**src/logic/pbd_defs.svh**
```systemverilog
// Constants of the peripheral register window decoder.
// Assumes a 20-bit core address and a 16-bit peripheral bus.
// Operation
// Decode 256-byte window, memory or I/O space
// Peripheral registers sit at fixed window offsets
// Relocation register at offset 0A8H, moves along
// Reset value 00FFH: window at I/O 0FF00H
// One relocation bit traps coprocessor escapes
// Peripheral bus always carries 16-bit data
// Unassigned window writes store nothing
// Window hits also run an external cycle
// Narrow bus word access uses two cycles
// Window hits make internal ready, ignore external
// Zero waits, timer registers take one
// Every write moves a full word
// Odd byte write: low byte high, swapped
// Odd word write: bytes swapped, one below
// Odd word read returns swapped bytes
// Byte read updates only the low byte
// Software reads registers with aligned words
// Software relocates narrow bus with byte writes
// Software avoids unaligned byte writes
// Reserved reads undefined, software writes zero
// Base and space bit compared per cycle
// Relocation write applies from next cycle
`ifndef PBD_DEFS_SVH
`define PBD_DEFS_SVH
`define PBD_RELOC_OFS 8'ha8
`define PBD_RELOC_RST 16'h00ff
`define PBD_BASE_MSB 11
`define PBD_MEM_BIT 12
`define PBD_ESC_BIT 14
`define PBD_RELOC_MASK 16'h5fff
`define PBD_TMR_LO 8'h30
`define PBD_TMR_HI 8'h46
`define PBD_IC_LO 8'h02
`define PBD_IC_HI 8'h1e
`define PBD_T2_RSV 8'h44
`define PBD_PORT_LO 8'h50
`define PBD_PORT_HI 8'h6a
`define PBD_SER1_LO 8'h70
`define PBD_SER1_HI 8'h7a
`define PBD_CS_LO 8'h80
`define PBD_CS_HI 8'ha8
`define PBD_REF_LO 8'hb0
`define PBD_REF_HI 8'hb8
`define PBD_STEP 8'hbc
`endif

```
**src/logic/pbd_pkg.sv**
```systemverilog
// Types shared by the peripheral register window decoder.
// Assumes the core presents one cycle request at a time.
package pbd_pkg;
   typedef struct packed
   {
      logic [19:0] addr;
      logic io;
      logic wr;
      logic word;
      logic [15:0] acc;
   } pbd_cyc_s;
   typedef struct packed
   {
      logic [19:0] addr;
      logic io;
      logic wr;
      logic [15:0] data;
   } pbd_ext_s;
   typedef enum logic [1:0]
   {
      PBD_IDLE = 2'h0,
      PBD_XFER = 2'h1,
      PBD_TWAIT = 2'h3,
      PBD_SECOND = 2'h2
   } pbd_state_e;
endpackage

```
**src/logic/pbd_decoder.sv**
```systemverilog
// Address decode, ready and byte steering of the peripheral register window.
// Assumes the core bus unit issues one request at a time and waits for ready;
// peripherals answer FB_RDATA combinationally in the cycle FB_RD is high.
`timescale 1ns/100ps
`include "pbd_defs.svh"
module pbd_decoder
#(
   parameter bit NARROW_BUS = 1'b0
)
(
   input wire logic MCLK,
   input wire logic RST,
   input wire logic CYC_START,
   input wire pbd_pkg::pbd_cyc_s CYC_REQ,
   input wire logic EXT_READY,
   input wire logic [15:0] FB_RDATA,
   output logic CYC_HIT,
   output logic CYC_READY,
   output logic [15:0] CYC_RDATA,
   output logic CYC_LOW_ONLY,
   output logic ESC_TRAP,
   output logic [7:0] FB_ADDR,
   output logic FB_WR,
   output logic FB_RD,
   output logic [15:0] FB_WDATA,
   output logic EXT_CYCLE,
   output pbd_pkg::pbd_ext_s EXT_BUS
);
   import pbd_pkg::*;

   pbd_state_e state, next_state;
   pbd_cyc_s req, next_req;
   pbd_ext_s ext, next_ext;
   logic [15:0] reloc, next_reloc;
   logic [15:0] rdata, next_rdata;
   logic [15:0] fb_wdata, next_fb_wdata;
   logic [7:0] fb_addr, next_fb_addr;
   logic hit, next_hit;
   logic ready, next_ready;
   logic low_only, next_low_only;
   logic fb_wr, next_fb_wr;
   logic fb_rd, next_fb_rd;
   logic ext_cyc, next_ext_cyc;
   logic timer, next_timer;
   logic rdy_meta, rdy_sync;
   logic cur_hit, cur_timer, xfer_end;
   logic [15:0] word_in;
   logic [19:0] addr_up;

   // Window hit against the base and space held now
   function automatic logic win_hit(input logic [19:0] a, input logic io,
                                    input logic [15:0] rr);
      win_hit = (a[19:8] == rr[`PBD_BASE_MSB:0]) && (io == !rr[`PBD_MEM_BIT]);
   endfunction

   // Offsets that belong to a peripheral; all others are reserved
   function automatic logic assigned(input logic [7:0] o);
      assigned = ((o >= `PBD_IC_LO) && (o <= `PBD_IC_HI))
               || ((o >= `PBD_TMR_LO) && (o <= `PBD_TMR_HI) && (o != `PBD_T2_RSV))
               || ((o >= `PBD_PORT_LO) && (o <= `PBD_PORT_HI))
               || ((o >= `PBD_SER1_LO) && (o <= `PBD_SER1_HI))
               || ((o >= `PBD_CS_LO) && (o <= `PBD_CS_HI))
               || ((o >= `PBD_REF_LO) && (o <= `PBD_REF_HI))
               || (o == `PBD_STEP);
   endfunction

   // Timer registers share their storage with the counter element
   function automatic logic is_timer(input logic [7:0] o);
      is_timer = (o >= `PBD_TMR_LO) && (o <= `PBD_TMR_HI);
   endfunction

   // Odd addresses land on the word below with the bytes swapped
   function automatic logic [15:0] steer(input logic odd, input logic [15:0] d);
      steer = odd ? {d[7:0], d[15:8]} : d;
   endfunction

   // External ready comes from a pin, so it is synchronised first
   always_ff @(posedge MCLK)
   begin
      if (RST)
      begin
         rdy_meta <= 1'b0;
         rdy_sync <= 1'b0;
      end
      else
      begin
         rdy_meta <= EXT_READY;
         rdy_sync <= rdy_meta;
      end
   end

   // Decode terms of the request now offered and of the second half
   always_comb
   begin
      cur_hit = win_hit(CYC_REQ.addr, CYC_REQ.io, reloc);
      cur_timer = is_timer({CYC_REQ.addr[7:1], 1'b0});
      xfer_end = ((state == PBD_XFER) && !timer) || (state == PBD_TWAIT);
      addr_up = req.addr + 20'h00001;
      // Reserved words read as zero; the relocation word is held here
      if (fb_addr == `PBD_RELOC_OFS)
         word_in = reloc;
      else if (assigned(fb_addr))
         word_in = FB_RDATA;
      else
         word_in = 16'h0000;
   end

   // Next values of the cycle sequencer and its registers
   always_comb
   begin
      next_state = state;
      next_req = req;
      next_ext = ext;
      next_reloc = reloc;
      next_rdata = rdata;
      next_fb_wdata = fb_wdata;
      next_fb_addr = fb_addr;
      next_hit = hit;
      next_ready = 1'b0;
      next_low_only = low_only;
      next_fb_wr = 1'b0;
      next_fb_rd = fb_rd;
      next_ext_cyc = 1'b0;
      next_timer = timer;
      case (state)
         PBD_IDLE:
         begin
            if (CYC_START && cur_hit)
            begin
               next_req = CYC_REQ;
               next_hit = 1'b1;
               next_state = PBD_XFER;
               next_timer = cur_timer;
               next_fb_addr = {CYC_REQ.addr[7:1], 1'b0};
               // Full word always written, so reserved words are simply not strobed
               next_fb_wr = CYC_REQ.wr && assigned({CYC_REQ.addr[7:1], 1'b0});
               next_fb_rd = !CYC_REQ.wr;
               next_fb_wdata = steer(CYC_REQ.addr[0], CYC_REQ.acc);
               next_low_only = !CYC_REQ.wr && !CYC_REQ.word;
               next_ext_cyc = 1'b1;
               next_ext = '{addr: CYC_REQ.addr, io: CYC_REQ.io, wr: CYC_REQ.wr,
                            data: CYC_REQ.acc};
               if (CYC_REQ.wr && ({CYC_REQ.addr[7:1], 1'b0} == `PBD_RELOC_OFS))
                  next_reloc = steer(CYC_REQ.addr[0], CYC_REQ.acc)
                             & `PBD_RELOC_MASK;
            end
         end
         PBD_XFER:
         begin
            if (timer)
               next_state = PBD_TWAIT;
         end
         PBD_TWAIT:
         begin
            next_state = PBD_TWAIT;
         end
         PBD_SECOND:
         begin
            // The second half is decoded against the base in force now
            if (win_hit(ext.addr, ext.io, reloc) || rdy_sync)
            begin
               next_state = PBD_IDLE;
               next_ready = 1'b1;
               next_hit = 1'b0;
            end
         end
         default:
         begin
            next_state = PBD_IDLE;
         end
      endcase
      // Peripheral data is only sampled at the end of the transfer
      if (xfer_end)
      begin
         next_fb_rd = 1'b0;
         // Writes leave the last read result standing for the core
         if (!req.wr)
         begin
            if (req.word)
               next_rdata = steer(req.addr[0], word_in);
            else
               next_rdata = {req.acc[15:8], req.addr[0] ? word_in[15:8] : word_in[7:0]};
         end
         if (NARROW_BUS && req.word)
         begin
            next_state = PBD_SECOND;
            next_ext_cyc = 1'b1;
            next_ext.addr = addr_up;
            next_ext.data = {8'h00, req.acc[15:8]};
         end
         else
         begin
            next_state = PBD_IDLE;
            next_ready = 1'b1;
            next_hit = 1'b0;
         end
      end
   end

   // Registers of the sequencer; external ready never gates the window
   always_ff @(posedge MCLK)
   begin
      if (RST)
      begin
         state <= PBD_IDLE;
         req <= '0;
         ext <= '0;
         reloc <= `PBD_RELOC_RST;
         rdata <= 16'h0000;
         fb_wdata <= 16'h0000;
         fb_addr <= 8'h00;
         hit <= 1'b0;
         ready <= 1'b0;
         low_only <= 1'b0;
         fb_wr <= 1'b0;
         fb_rd <= 1'b0;
         ext_cyc <= 1'b0;
         timer <= 1'b0;
      end
      else
      begin
         state <= next_state;
         req <= next_req;
         ext <= next_ext;
         reloc <= next_reloc;
         rdata <= next_rdata;
         fb_wdata <= next_fb_wdata;
         fb_addr <= next_fb_addr;
         hit <= next_hit;
         ready <= next_ready;
         low_only <= next_low_only;
         fb_wr <= next_fb_wr;
         fb_rd <= next_fb_rd;
         ext_cyc <= next_ext_cyc;
         timer <= next_timer;
      end
   end

   // Ports straight from the flip-flops
   assign CYC_HIT = hit;
   assign CYC_READY = ready;
   assign CYC_RDATA = rdata;
   assign CYC_LOW_ONLY = low_only;
   assign ESC_TRAP = reloc[`PBD_ESC_BIT];
   assign FB_ADDR = fb_addr;
   assign FB_WR = fb_wr;
   assign FB_RD = fb_rd;
   assign FB_WDATA = fb_wdata;
   assign EXT_CYCLE = ext_cyc;
   assign EXT_BUS = ext;
endmodule

```
**config.mk**
```make
export PLATFORM = sky130hd
export DESIGN_NAME = pbd_decoder
export DESIGN_NICKNAME = d
export VERILOG_FILES = /design/src/logic/pbd_pkg.sv /design/src/logic/pbd_decoder.sv
export VERILOG_INCLUDE_DIRS = /design/src /design/src/logic
export SDC_FILE = /design/constraint.sdc
export NUM_CORES = 1
export LEC_CHECK = 0
export BUFFER_PORTS_ARGS = -buffer_cell sky130_fd_sc_hd__buf_2
export CORE_MARGIN = 2
export CORE_UTILIZATION = 32
export DETAILED_ROUTE_END_ITERATION = 10
export PLACE_DENSITY = 0.61
export REMOVE_ABC_BUFFERS = 1
export SETUP_SLACK_MARGIN = 0.05
export SLEW_MARGIN = 10
export SYNTH_ARGS = -nofsm -noshare
export SYNTH_HDL_FRONTEND = slang
export SYNTH_SLANG_ARGS = --single-unit
```
**constraint.sdc**
```tcl
create_clock -name MCLK -period 2.4 [get_ports MCLK]
set_clock_uncertainty 0.05 [all_clocks]
set_input_delay 0 -clock MCLK [delete_from_list [all_inputs] [get_ports MCLK]]
set_output_delay 0 -clock MCLK [all_outputs]
set_load 0.02 [all_outputs]
```
# Word level (Yosys, flattened, before mapping)
# Index checks and enable logic that the tools add are counted.
# word_totals
regBits	103
input_bits	59
output_inout_bits	85
wordCells	128
# op_classes
order_cmp	24
eq_ne	16
muxes	17
bitwise	3
reduce_logical	49
# op_table
op	count
2-to-1 mux 16 bit	5
less-or-equal comparator 8 x 7 -> 1 bit, second input constant	6
greater-or-equal comparator 8 x 7 -> 1 bit, second input constant	4
greater-or-equal comparator 8 bit, second input constant	4
less-or-equal comparator 8 bit, second input constant	4
== test 7 bit, second input constant	4
== test 12 bit	2
logical AND 1 bit	21
greater-or-equal comparator 8 x 2 -> 1 bit, second input constant	2
greater-or-equal comparator 8 x 6 -> 1 bit, second input constant	2
less-or-equal comparator 8 x 5 -> 1 bit, second input constant	2
logical OR 1 bit	14
!= test 7 x 6 -> 1 bit, second input constant	2
AND reduction 3 bit	3
2-to-1 mux 8 bit	1
one-hot mux 2 bit (4 select lines)	1
2-to-1 mux 1 bit	6
2-to-1 mux 2 bit	3
!= test 2 bit, second input constant	3
== test 2 bit, second input constant	2
zero test 1 bit	4
AND reduction 2 bit	2
OR reduction 2 bit	2
NOT 1 bit	3
other kinds (6)	7

# Longest topological paths before layout
# depth
depth_word	13
ltp_mapped	7
ltp_nobuf	5

# Worst setup path after synthesis
# No wires, ideal clock.
# synth_timing
path_type	register to register
start	reg EXT_BUS[19] (netlist name)
end	reg rdata[0] (netlist: CYC_RDATA[0])
setup_time_ps	117
arrival_ps	1859
path_slack_ps	375
path_stages_with_launch	7
path_cell_list	dfxtp_1 > or3_1 > or4_1 > buf_6 > buf_6 > mux4_2 > a22o_1
# synth_rtl
item	line_no	source
end signal, assigned	pbd_decoder.sv:226	rdata <= next_rdata;
end, declared	pbd_decoder.sv:35	logic [15:0] rdata, next_rdata;

==> results.rst <==
.. list-table::
   :header-rows: 1

   * - Metric
     - Value
   * - Critical path endpoint category
     - register
   * - Total standard cell area after synthesis
     - 4890 sq um
   * - Most frequently used cell type in the post-synthesis netlist
     - dfxtp_1
   * - Nature of the critical path startpoint
     - register
   * - Family of cells with the greatest summed delay on the critical path
     - compound AO/OA/AOI/OAI gates
   * - Number of nets with antenna violations after detailed routing
     - 0
   * - Maxcap violations
     - 0
   * - Number of sinks handled by clock tree synthesis
     - 96
   * - Data arrival, critical path
     - 2470 ps
   * - Global-route wire length before repair
     - 21900 um
   * - DIE HEIGHT
     - 128 um
   * - Required time of the critical path
     - 2650 ps
   * - Flip-flop and latch count after synthesis
     - 96
   * - Post-synth ARST share
     - 0
   * - Vias in the first global route
     - 4145
   * - Global-route usage over all layers
     - 0.175
   * - Number of antenna violations at the first check in global routing
     - 0
   * - Critical path class
     - reg -> reg
   * - Share of the clock period used by the worst path after layout
     - 0.924
   * - Average instance area after synthesis
     - 9.71 sq um
   * - Number of filler cells placed in the layout
     - 1495
   * - Grt ovf
     - 0
   * - Later-pin clock latency in the skew report
     - 360 ps
   * - Number of unique standard cell types used by synthesis
     - 47
   * - RSZ-0062 raised after global routing
     - false
   * - First-iteration detailed-routing DRC count
     - 164
   * - Total vias in the final route
     - 4152
   * - Cell area power density
     - 520 nW/um^2
   * - Overall power of the completed layout
     - 3.28 mW
   * - Number of vias per cell after detailed routing
     - 4.94
   * - Pleak
     - 2.58 nW
   * - Peak supply drop
     - 292 uV
   * - Detailed Routing Iterations Pass 1
     - 4
   * - CTS Buffer Depth
     - 2
   * - Peak Freq
     - 451 MHz
   * - Final WL
     - 14100 um
   * - Minimum clock period
     - 2220 ps
   * - EDFF count, synth
     - 0
   * - Min-delay worst type
     - in -> reg
   * - Leading cell types by total area after synthesis
     - dfxtp_1 39%, mux2i_1 15%, buf_4 7.5%
   * - Measured slew at the worst slew-check pin
     - 765 ps
   * - Post-Synth Simple-Gate Area
     - 0.149
   * - Half-perimeter wire length of the detailed placement result
     - 10100 um
   * - Critical path fanouts, max
     - 8
   * - Hold path startpoint
     - FB_RDATA[3]
   * - Number of nets in the final layout
     - 707
   * - Termination of the worst setup path
     - CYC_RDATA[2]
   * - Io pins
     - 144
   * - Synth area leader
     - dfxtp_1
   * - Row count
     - 45
   * - CTS Root Buffer Type
     - clkbuf_16
   * - Total count of max-transition violations in the final report
     - 0
   * - Port Buffer Count
     - 142
   * - Number of cells on the critical path
     - 6
   * - H-tree level count
     - 3
   * - Area of the core
     - 15100 sq um
   * - Cell type of the slowest stage on the worst timing path
     - nor3b_4
   * - Post-Synthesis Cells
     - 504
   * - Average wire per standard cell
     - 16.8 um
   * - Fin Setup TNS
     - 0 ps
   * - Result of the run
     - finished clean
   * - Fraction of layout cells with a size suffix above 1
     - 0.322
   * - Path depth of the worst reg2reg path
     - 6
   * - Compound-cell area share of the yosys netlist
     - 0.0729
   * - Total Die Area
     - 16300 sq um
   * - Max-slew headroom
     - 0.489
   * - Initial standard-cell utilization of the core
     - 0.324
   * - Layout overhead on the synthesized area
     - 28.8%
   * - CTS clock-pin slew for the worst setup and hold paths
     - 70 ps
   * - Start point of the critical path
     - EXT_BUS[19]
   * - Dominant combinational cell family by area after synthesis
     - multiplexers
   * - Multiplexer share of the synthesized area
     - 0.237
   * - Reg2Reg Launch Point
     - EXT_BUS[19]
   * - Endpoint of the worst-slack reg-to-reg timing path
     - CYC_RDATA[2]
   * - Top post-synthesis cells by count
     - 96 x dfxtp_1, 87 x nor2_1, 73 x mux2i_1, 49 x buf_4, 19 x nand2_1
   * - Die width
     - 128 um
   * - Adder-cell share of the synthesized area
     - 0
   * - Sequential area share after synthesis
     - 0.393
   * - Setup Viol. Count Final
     - 0
   * - Weighted congestion at the end of routability-driven global placement
     - 0.806
   * - Top_reg_cell synth
     - dfxtp_1
   * - Parity-gate share of the synthesized area counting xor and xnor cells
     - 0.0465
   * - Critical path cell sequence
     - o311a_1 -> a2111oi_1 -> buf_4 -> nor3_1 -> nor3b_4 -> a22o_1
   * - Maximum single-stage delay on the critical path
     - 460 ps
   * - Number of hold violations in the final report
     - 0
   * - Number of synthesis warnings
     - 0
   * - Clock tree from TritonCTS
     - yes
   * - Share of the synthesized area in the top cell type
     - 0.393
   * - Buffer and inverter count on the worst path
     - 1
   * - Antenna Cells
     - 0
   * - Num CTS Buffers
     - 9
   * - R2R setup slack
     - 180 ps
   * - Pin count of the biggest net entering global routing
     - 74
   * - Remaining DRCs
     - 0
==> area by class of cell <==
cell class              instances  area [sq um]  area share
clock inverters                 6          51.3     0.00814
clock buffers                  10           239      0.0379
multi-input cells             330          2500       0.396
flip-flops and latches         96          1920       0.305
repair buffers                206          1340       0.213
inverters                       5          18.8     0.00298
well taps                     188           235      0.0373
==> layout by cell type, fill, tap and decap left out, drive strengths merged, types with 2 or more instances in the layout <==
master	synthesis	layout
buf	57	164
dfxtp	96	96
nor2	87	87
mux2i	73	73
dlygate4sd3	0	42
nand2	19	19
nand2b	14	14
mux2	14	14
xnor2	13	13
xor2	13	13
mux4	12	12
clkbuf	16	10
a21oi	9	9
a311oi	8	8
o21ai	8	8
a22o	8	8
nand3	7	7
nor4	7	7
inv	5	7
nor2b	6	6
nand4	4	4
nor3	3	3
clkinvlp	0	3
a31oi	2	2
o2111a	2	2
a2111oi	2	2
nor3b	2	2
==> logic make-up after synthesis <==
kind of cell,Yosys count
other,1
xor gates and xnor gates,26
buffers and inverters,78
DFF,96
muxes,99
and+or+nand+nor,156
AOI/OAI and AO/OA,48
==> power breakdown <==
| part | switching [mW] | internal, mW |
|---|---|---|
| sequential | 0.000555 | 1.59 |
| combinational | 0.126 | 0.139 |
| clock | 0.674 | 0.744 |
==> metrics by stage <==
step	hold slack, ps	util	worst slack (ps)	cells	area (sq um)
global placement	191	0.370	238	783	5580
CTS	17.6	0.417	107	841	6290
finish	29.5	0.418	183	841	6300
global route	42.5	0.418	49.1	841	6300
floorplan	21.6	-	-4130	431	4420
detailed placement	198	0.370	146	783	5580
==> worst min-delay path by stage <==
stage,to,depth (start not counted)
6_report,CYC_RDATA[3],3
5_1_grt,CYC_RDATA[6],3
4_1_cts,CYC_RDATA[3],3
3_5_place_dp,rdy_meta,2
2_1_floorplan,rdy_meta,1
3_3_place_gp,rdy_meta,2
==> registers in the layout (all words and copies together) (netlist names) <==
| register | flops |
|---|---|
| rdy_sync | 1 |
| CYC_RDATA | 16 |
| timer | 1 |
| EXT_CYCLE | 1 |
| EXT_BUS | 38 |
| FB_WDATA | 16 |
| CYC_HIT | 1 |
| req | 1 |
| CYC_LOW_ONLY | 1 |
| FB_RD | 1 |
| state | 2 |
| rdy_meta | 1 |
| FB_WR | 1 |
| reloc | 14 |
| CYC_READY | 1 |
==> metal layers <==
metal,GRT usage,wire (um),vias up
met5,0,0,-
met4,0.0692,320,0
met3,0.0359,667,20
met2,0.284,6520,131
met1,0.229,6600,1990
li1,-,-,2011
==> tightest hold or removal path, stage by stage <==
cell and delay (ps):
buf_2 80, mux4_2 220, a22o_1 110
==> timing repair <==
action / 4_1_cts / 5_1_grt
hold buffers: 42 / 0
endpoints found under the setup margin: 0 / 13
buffers inserted: 0 / 0
hold endpoints to repair: 52 / 0
resized for setup: 0 / 3
No activity file was read; power rests on OpenSTA's default activity.
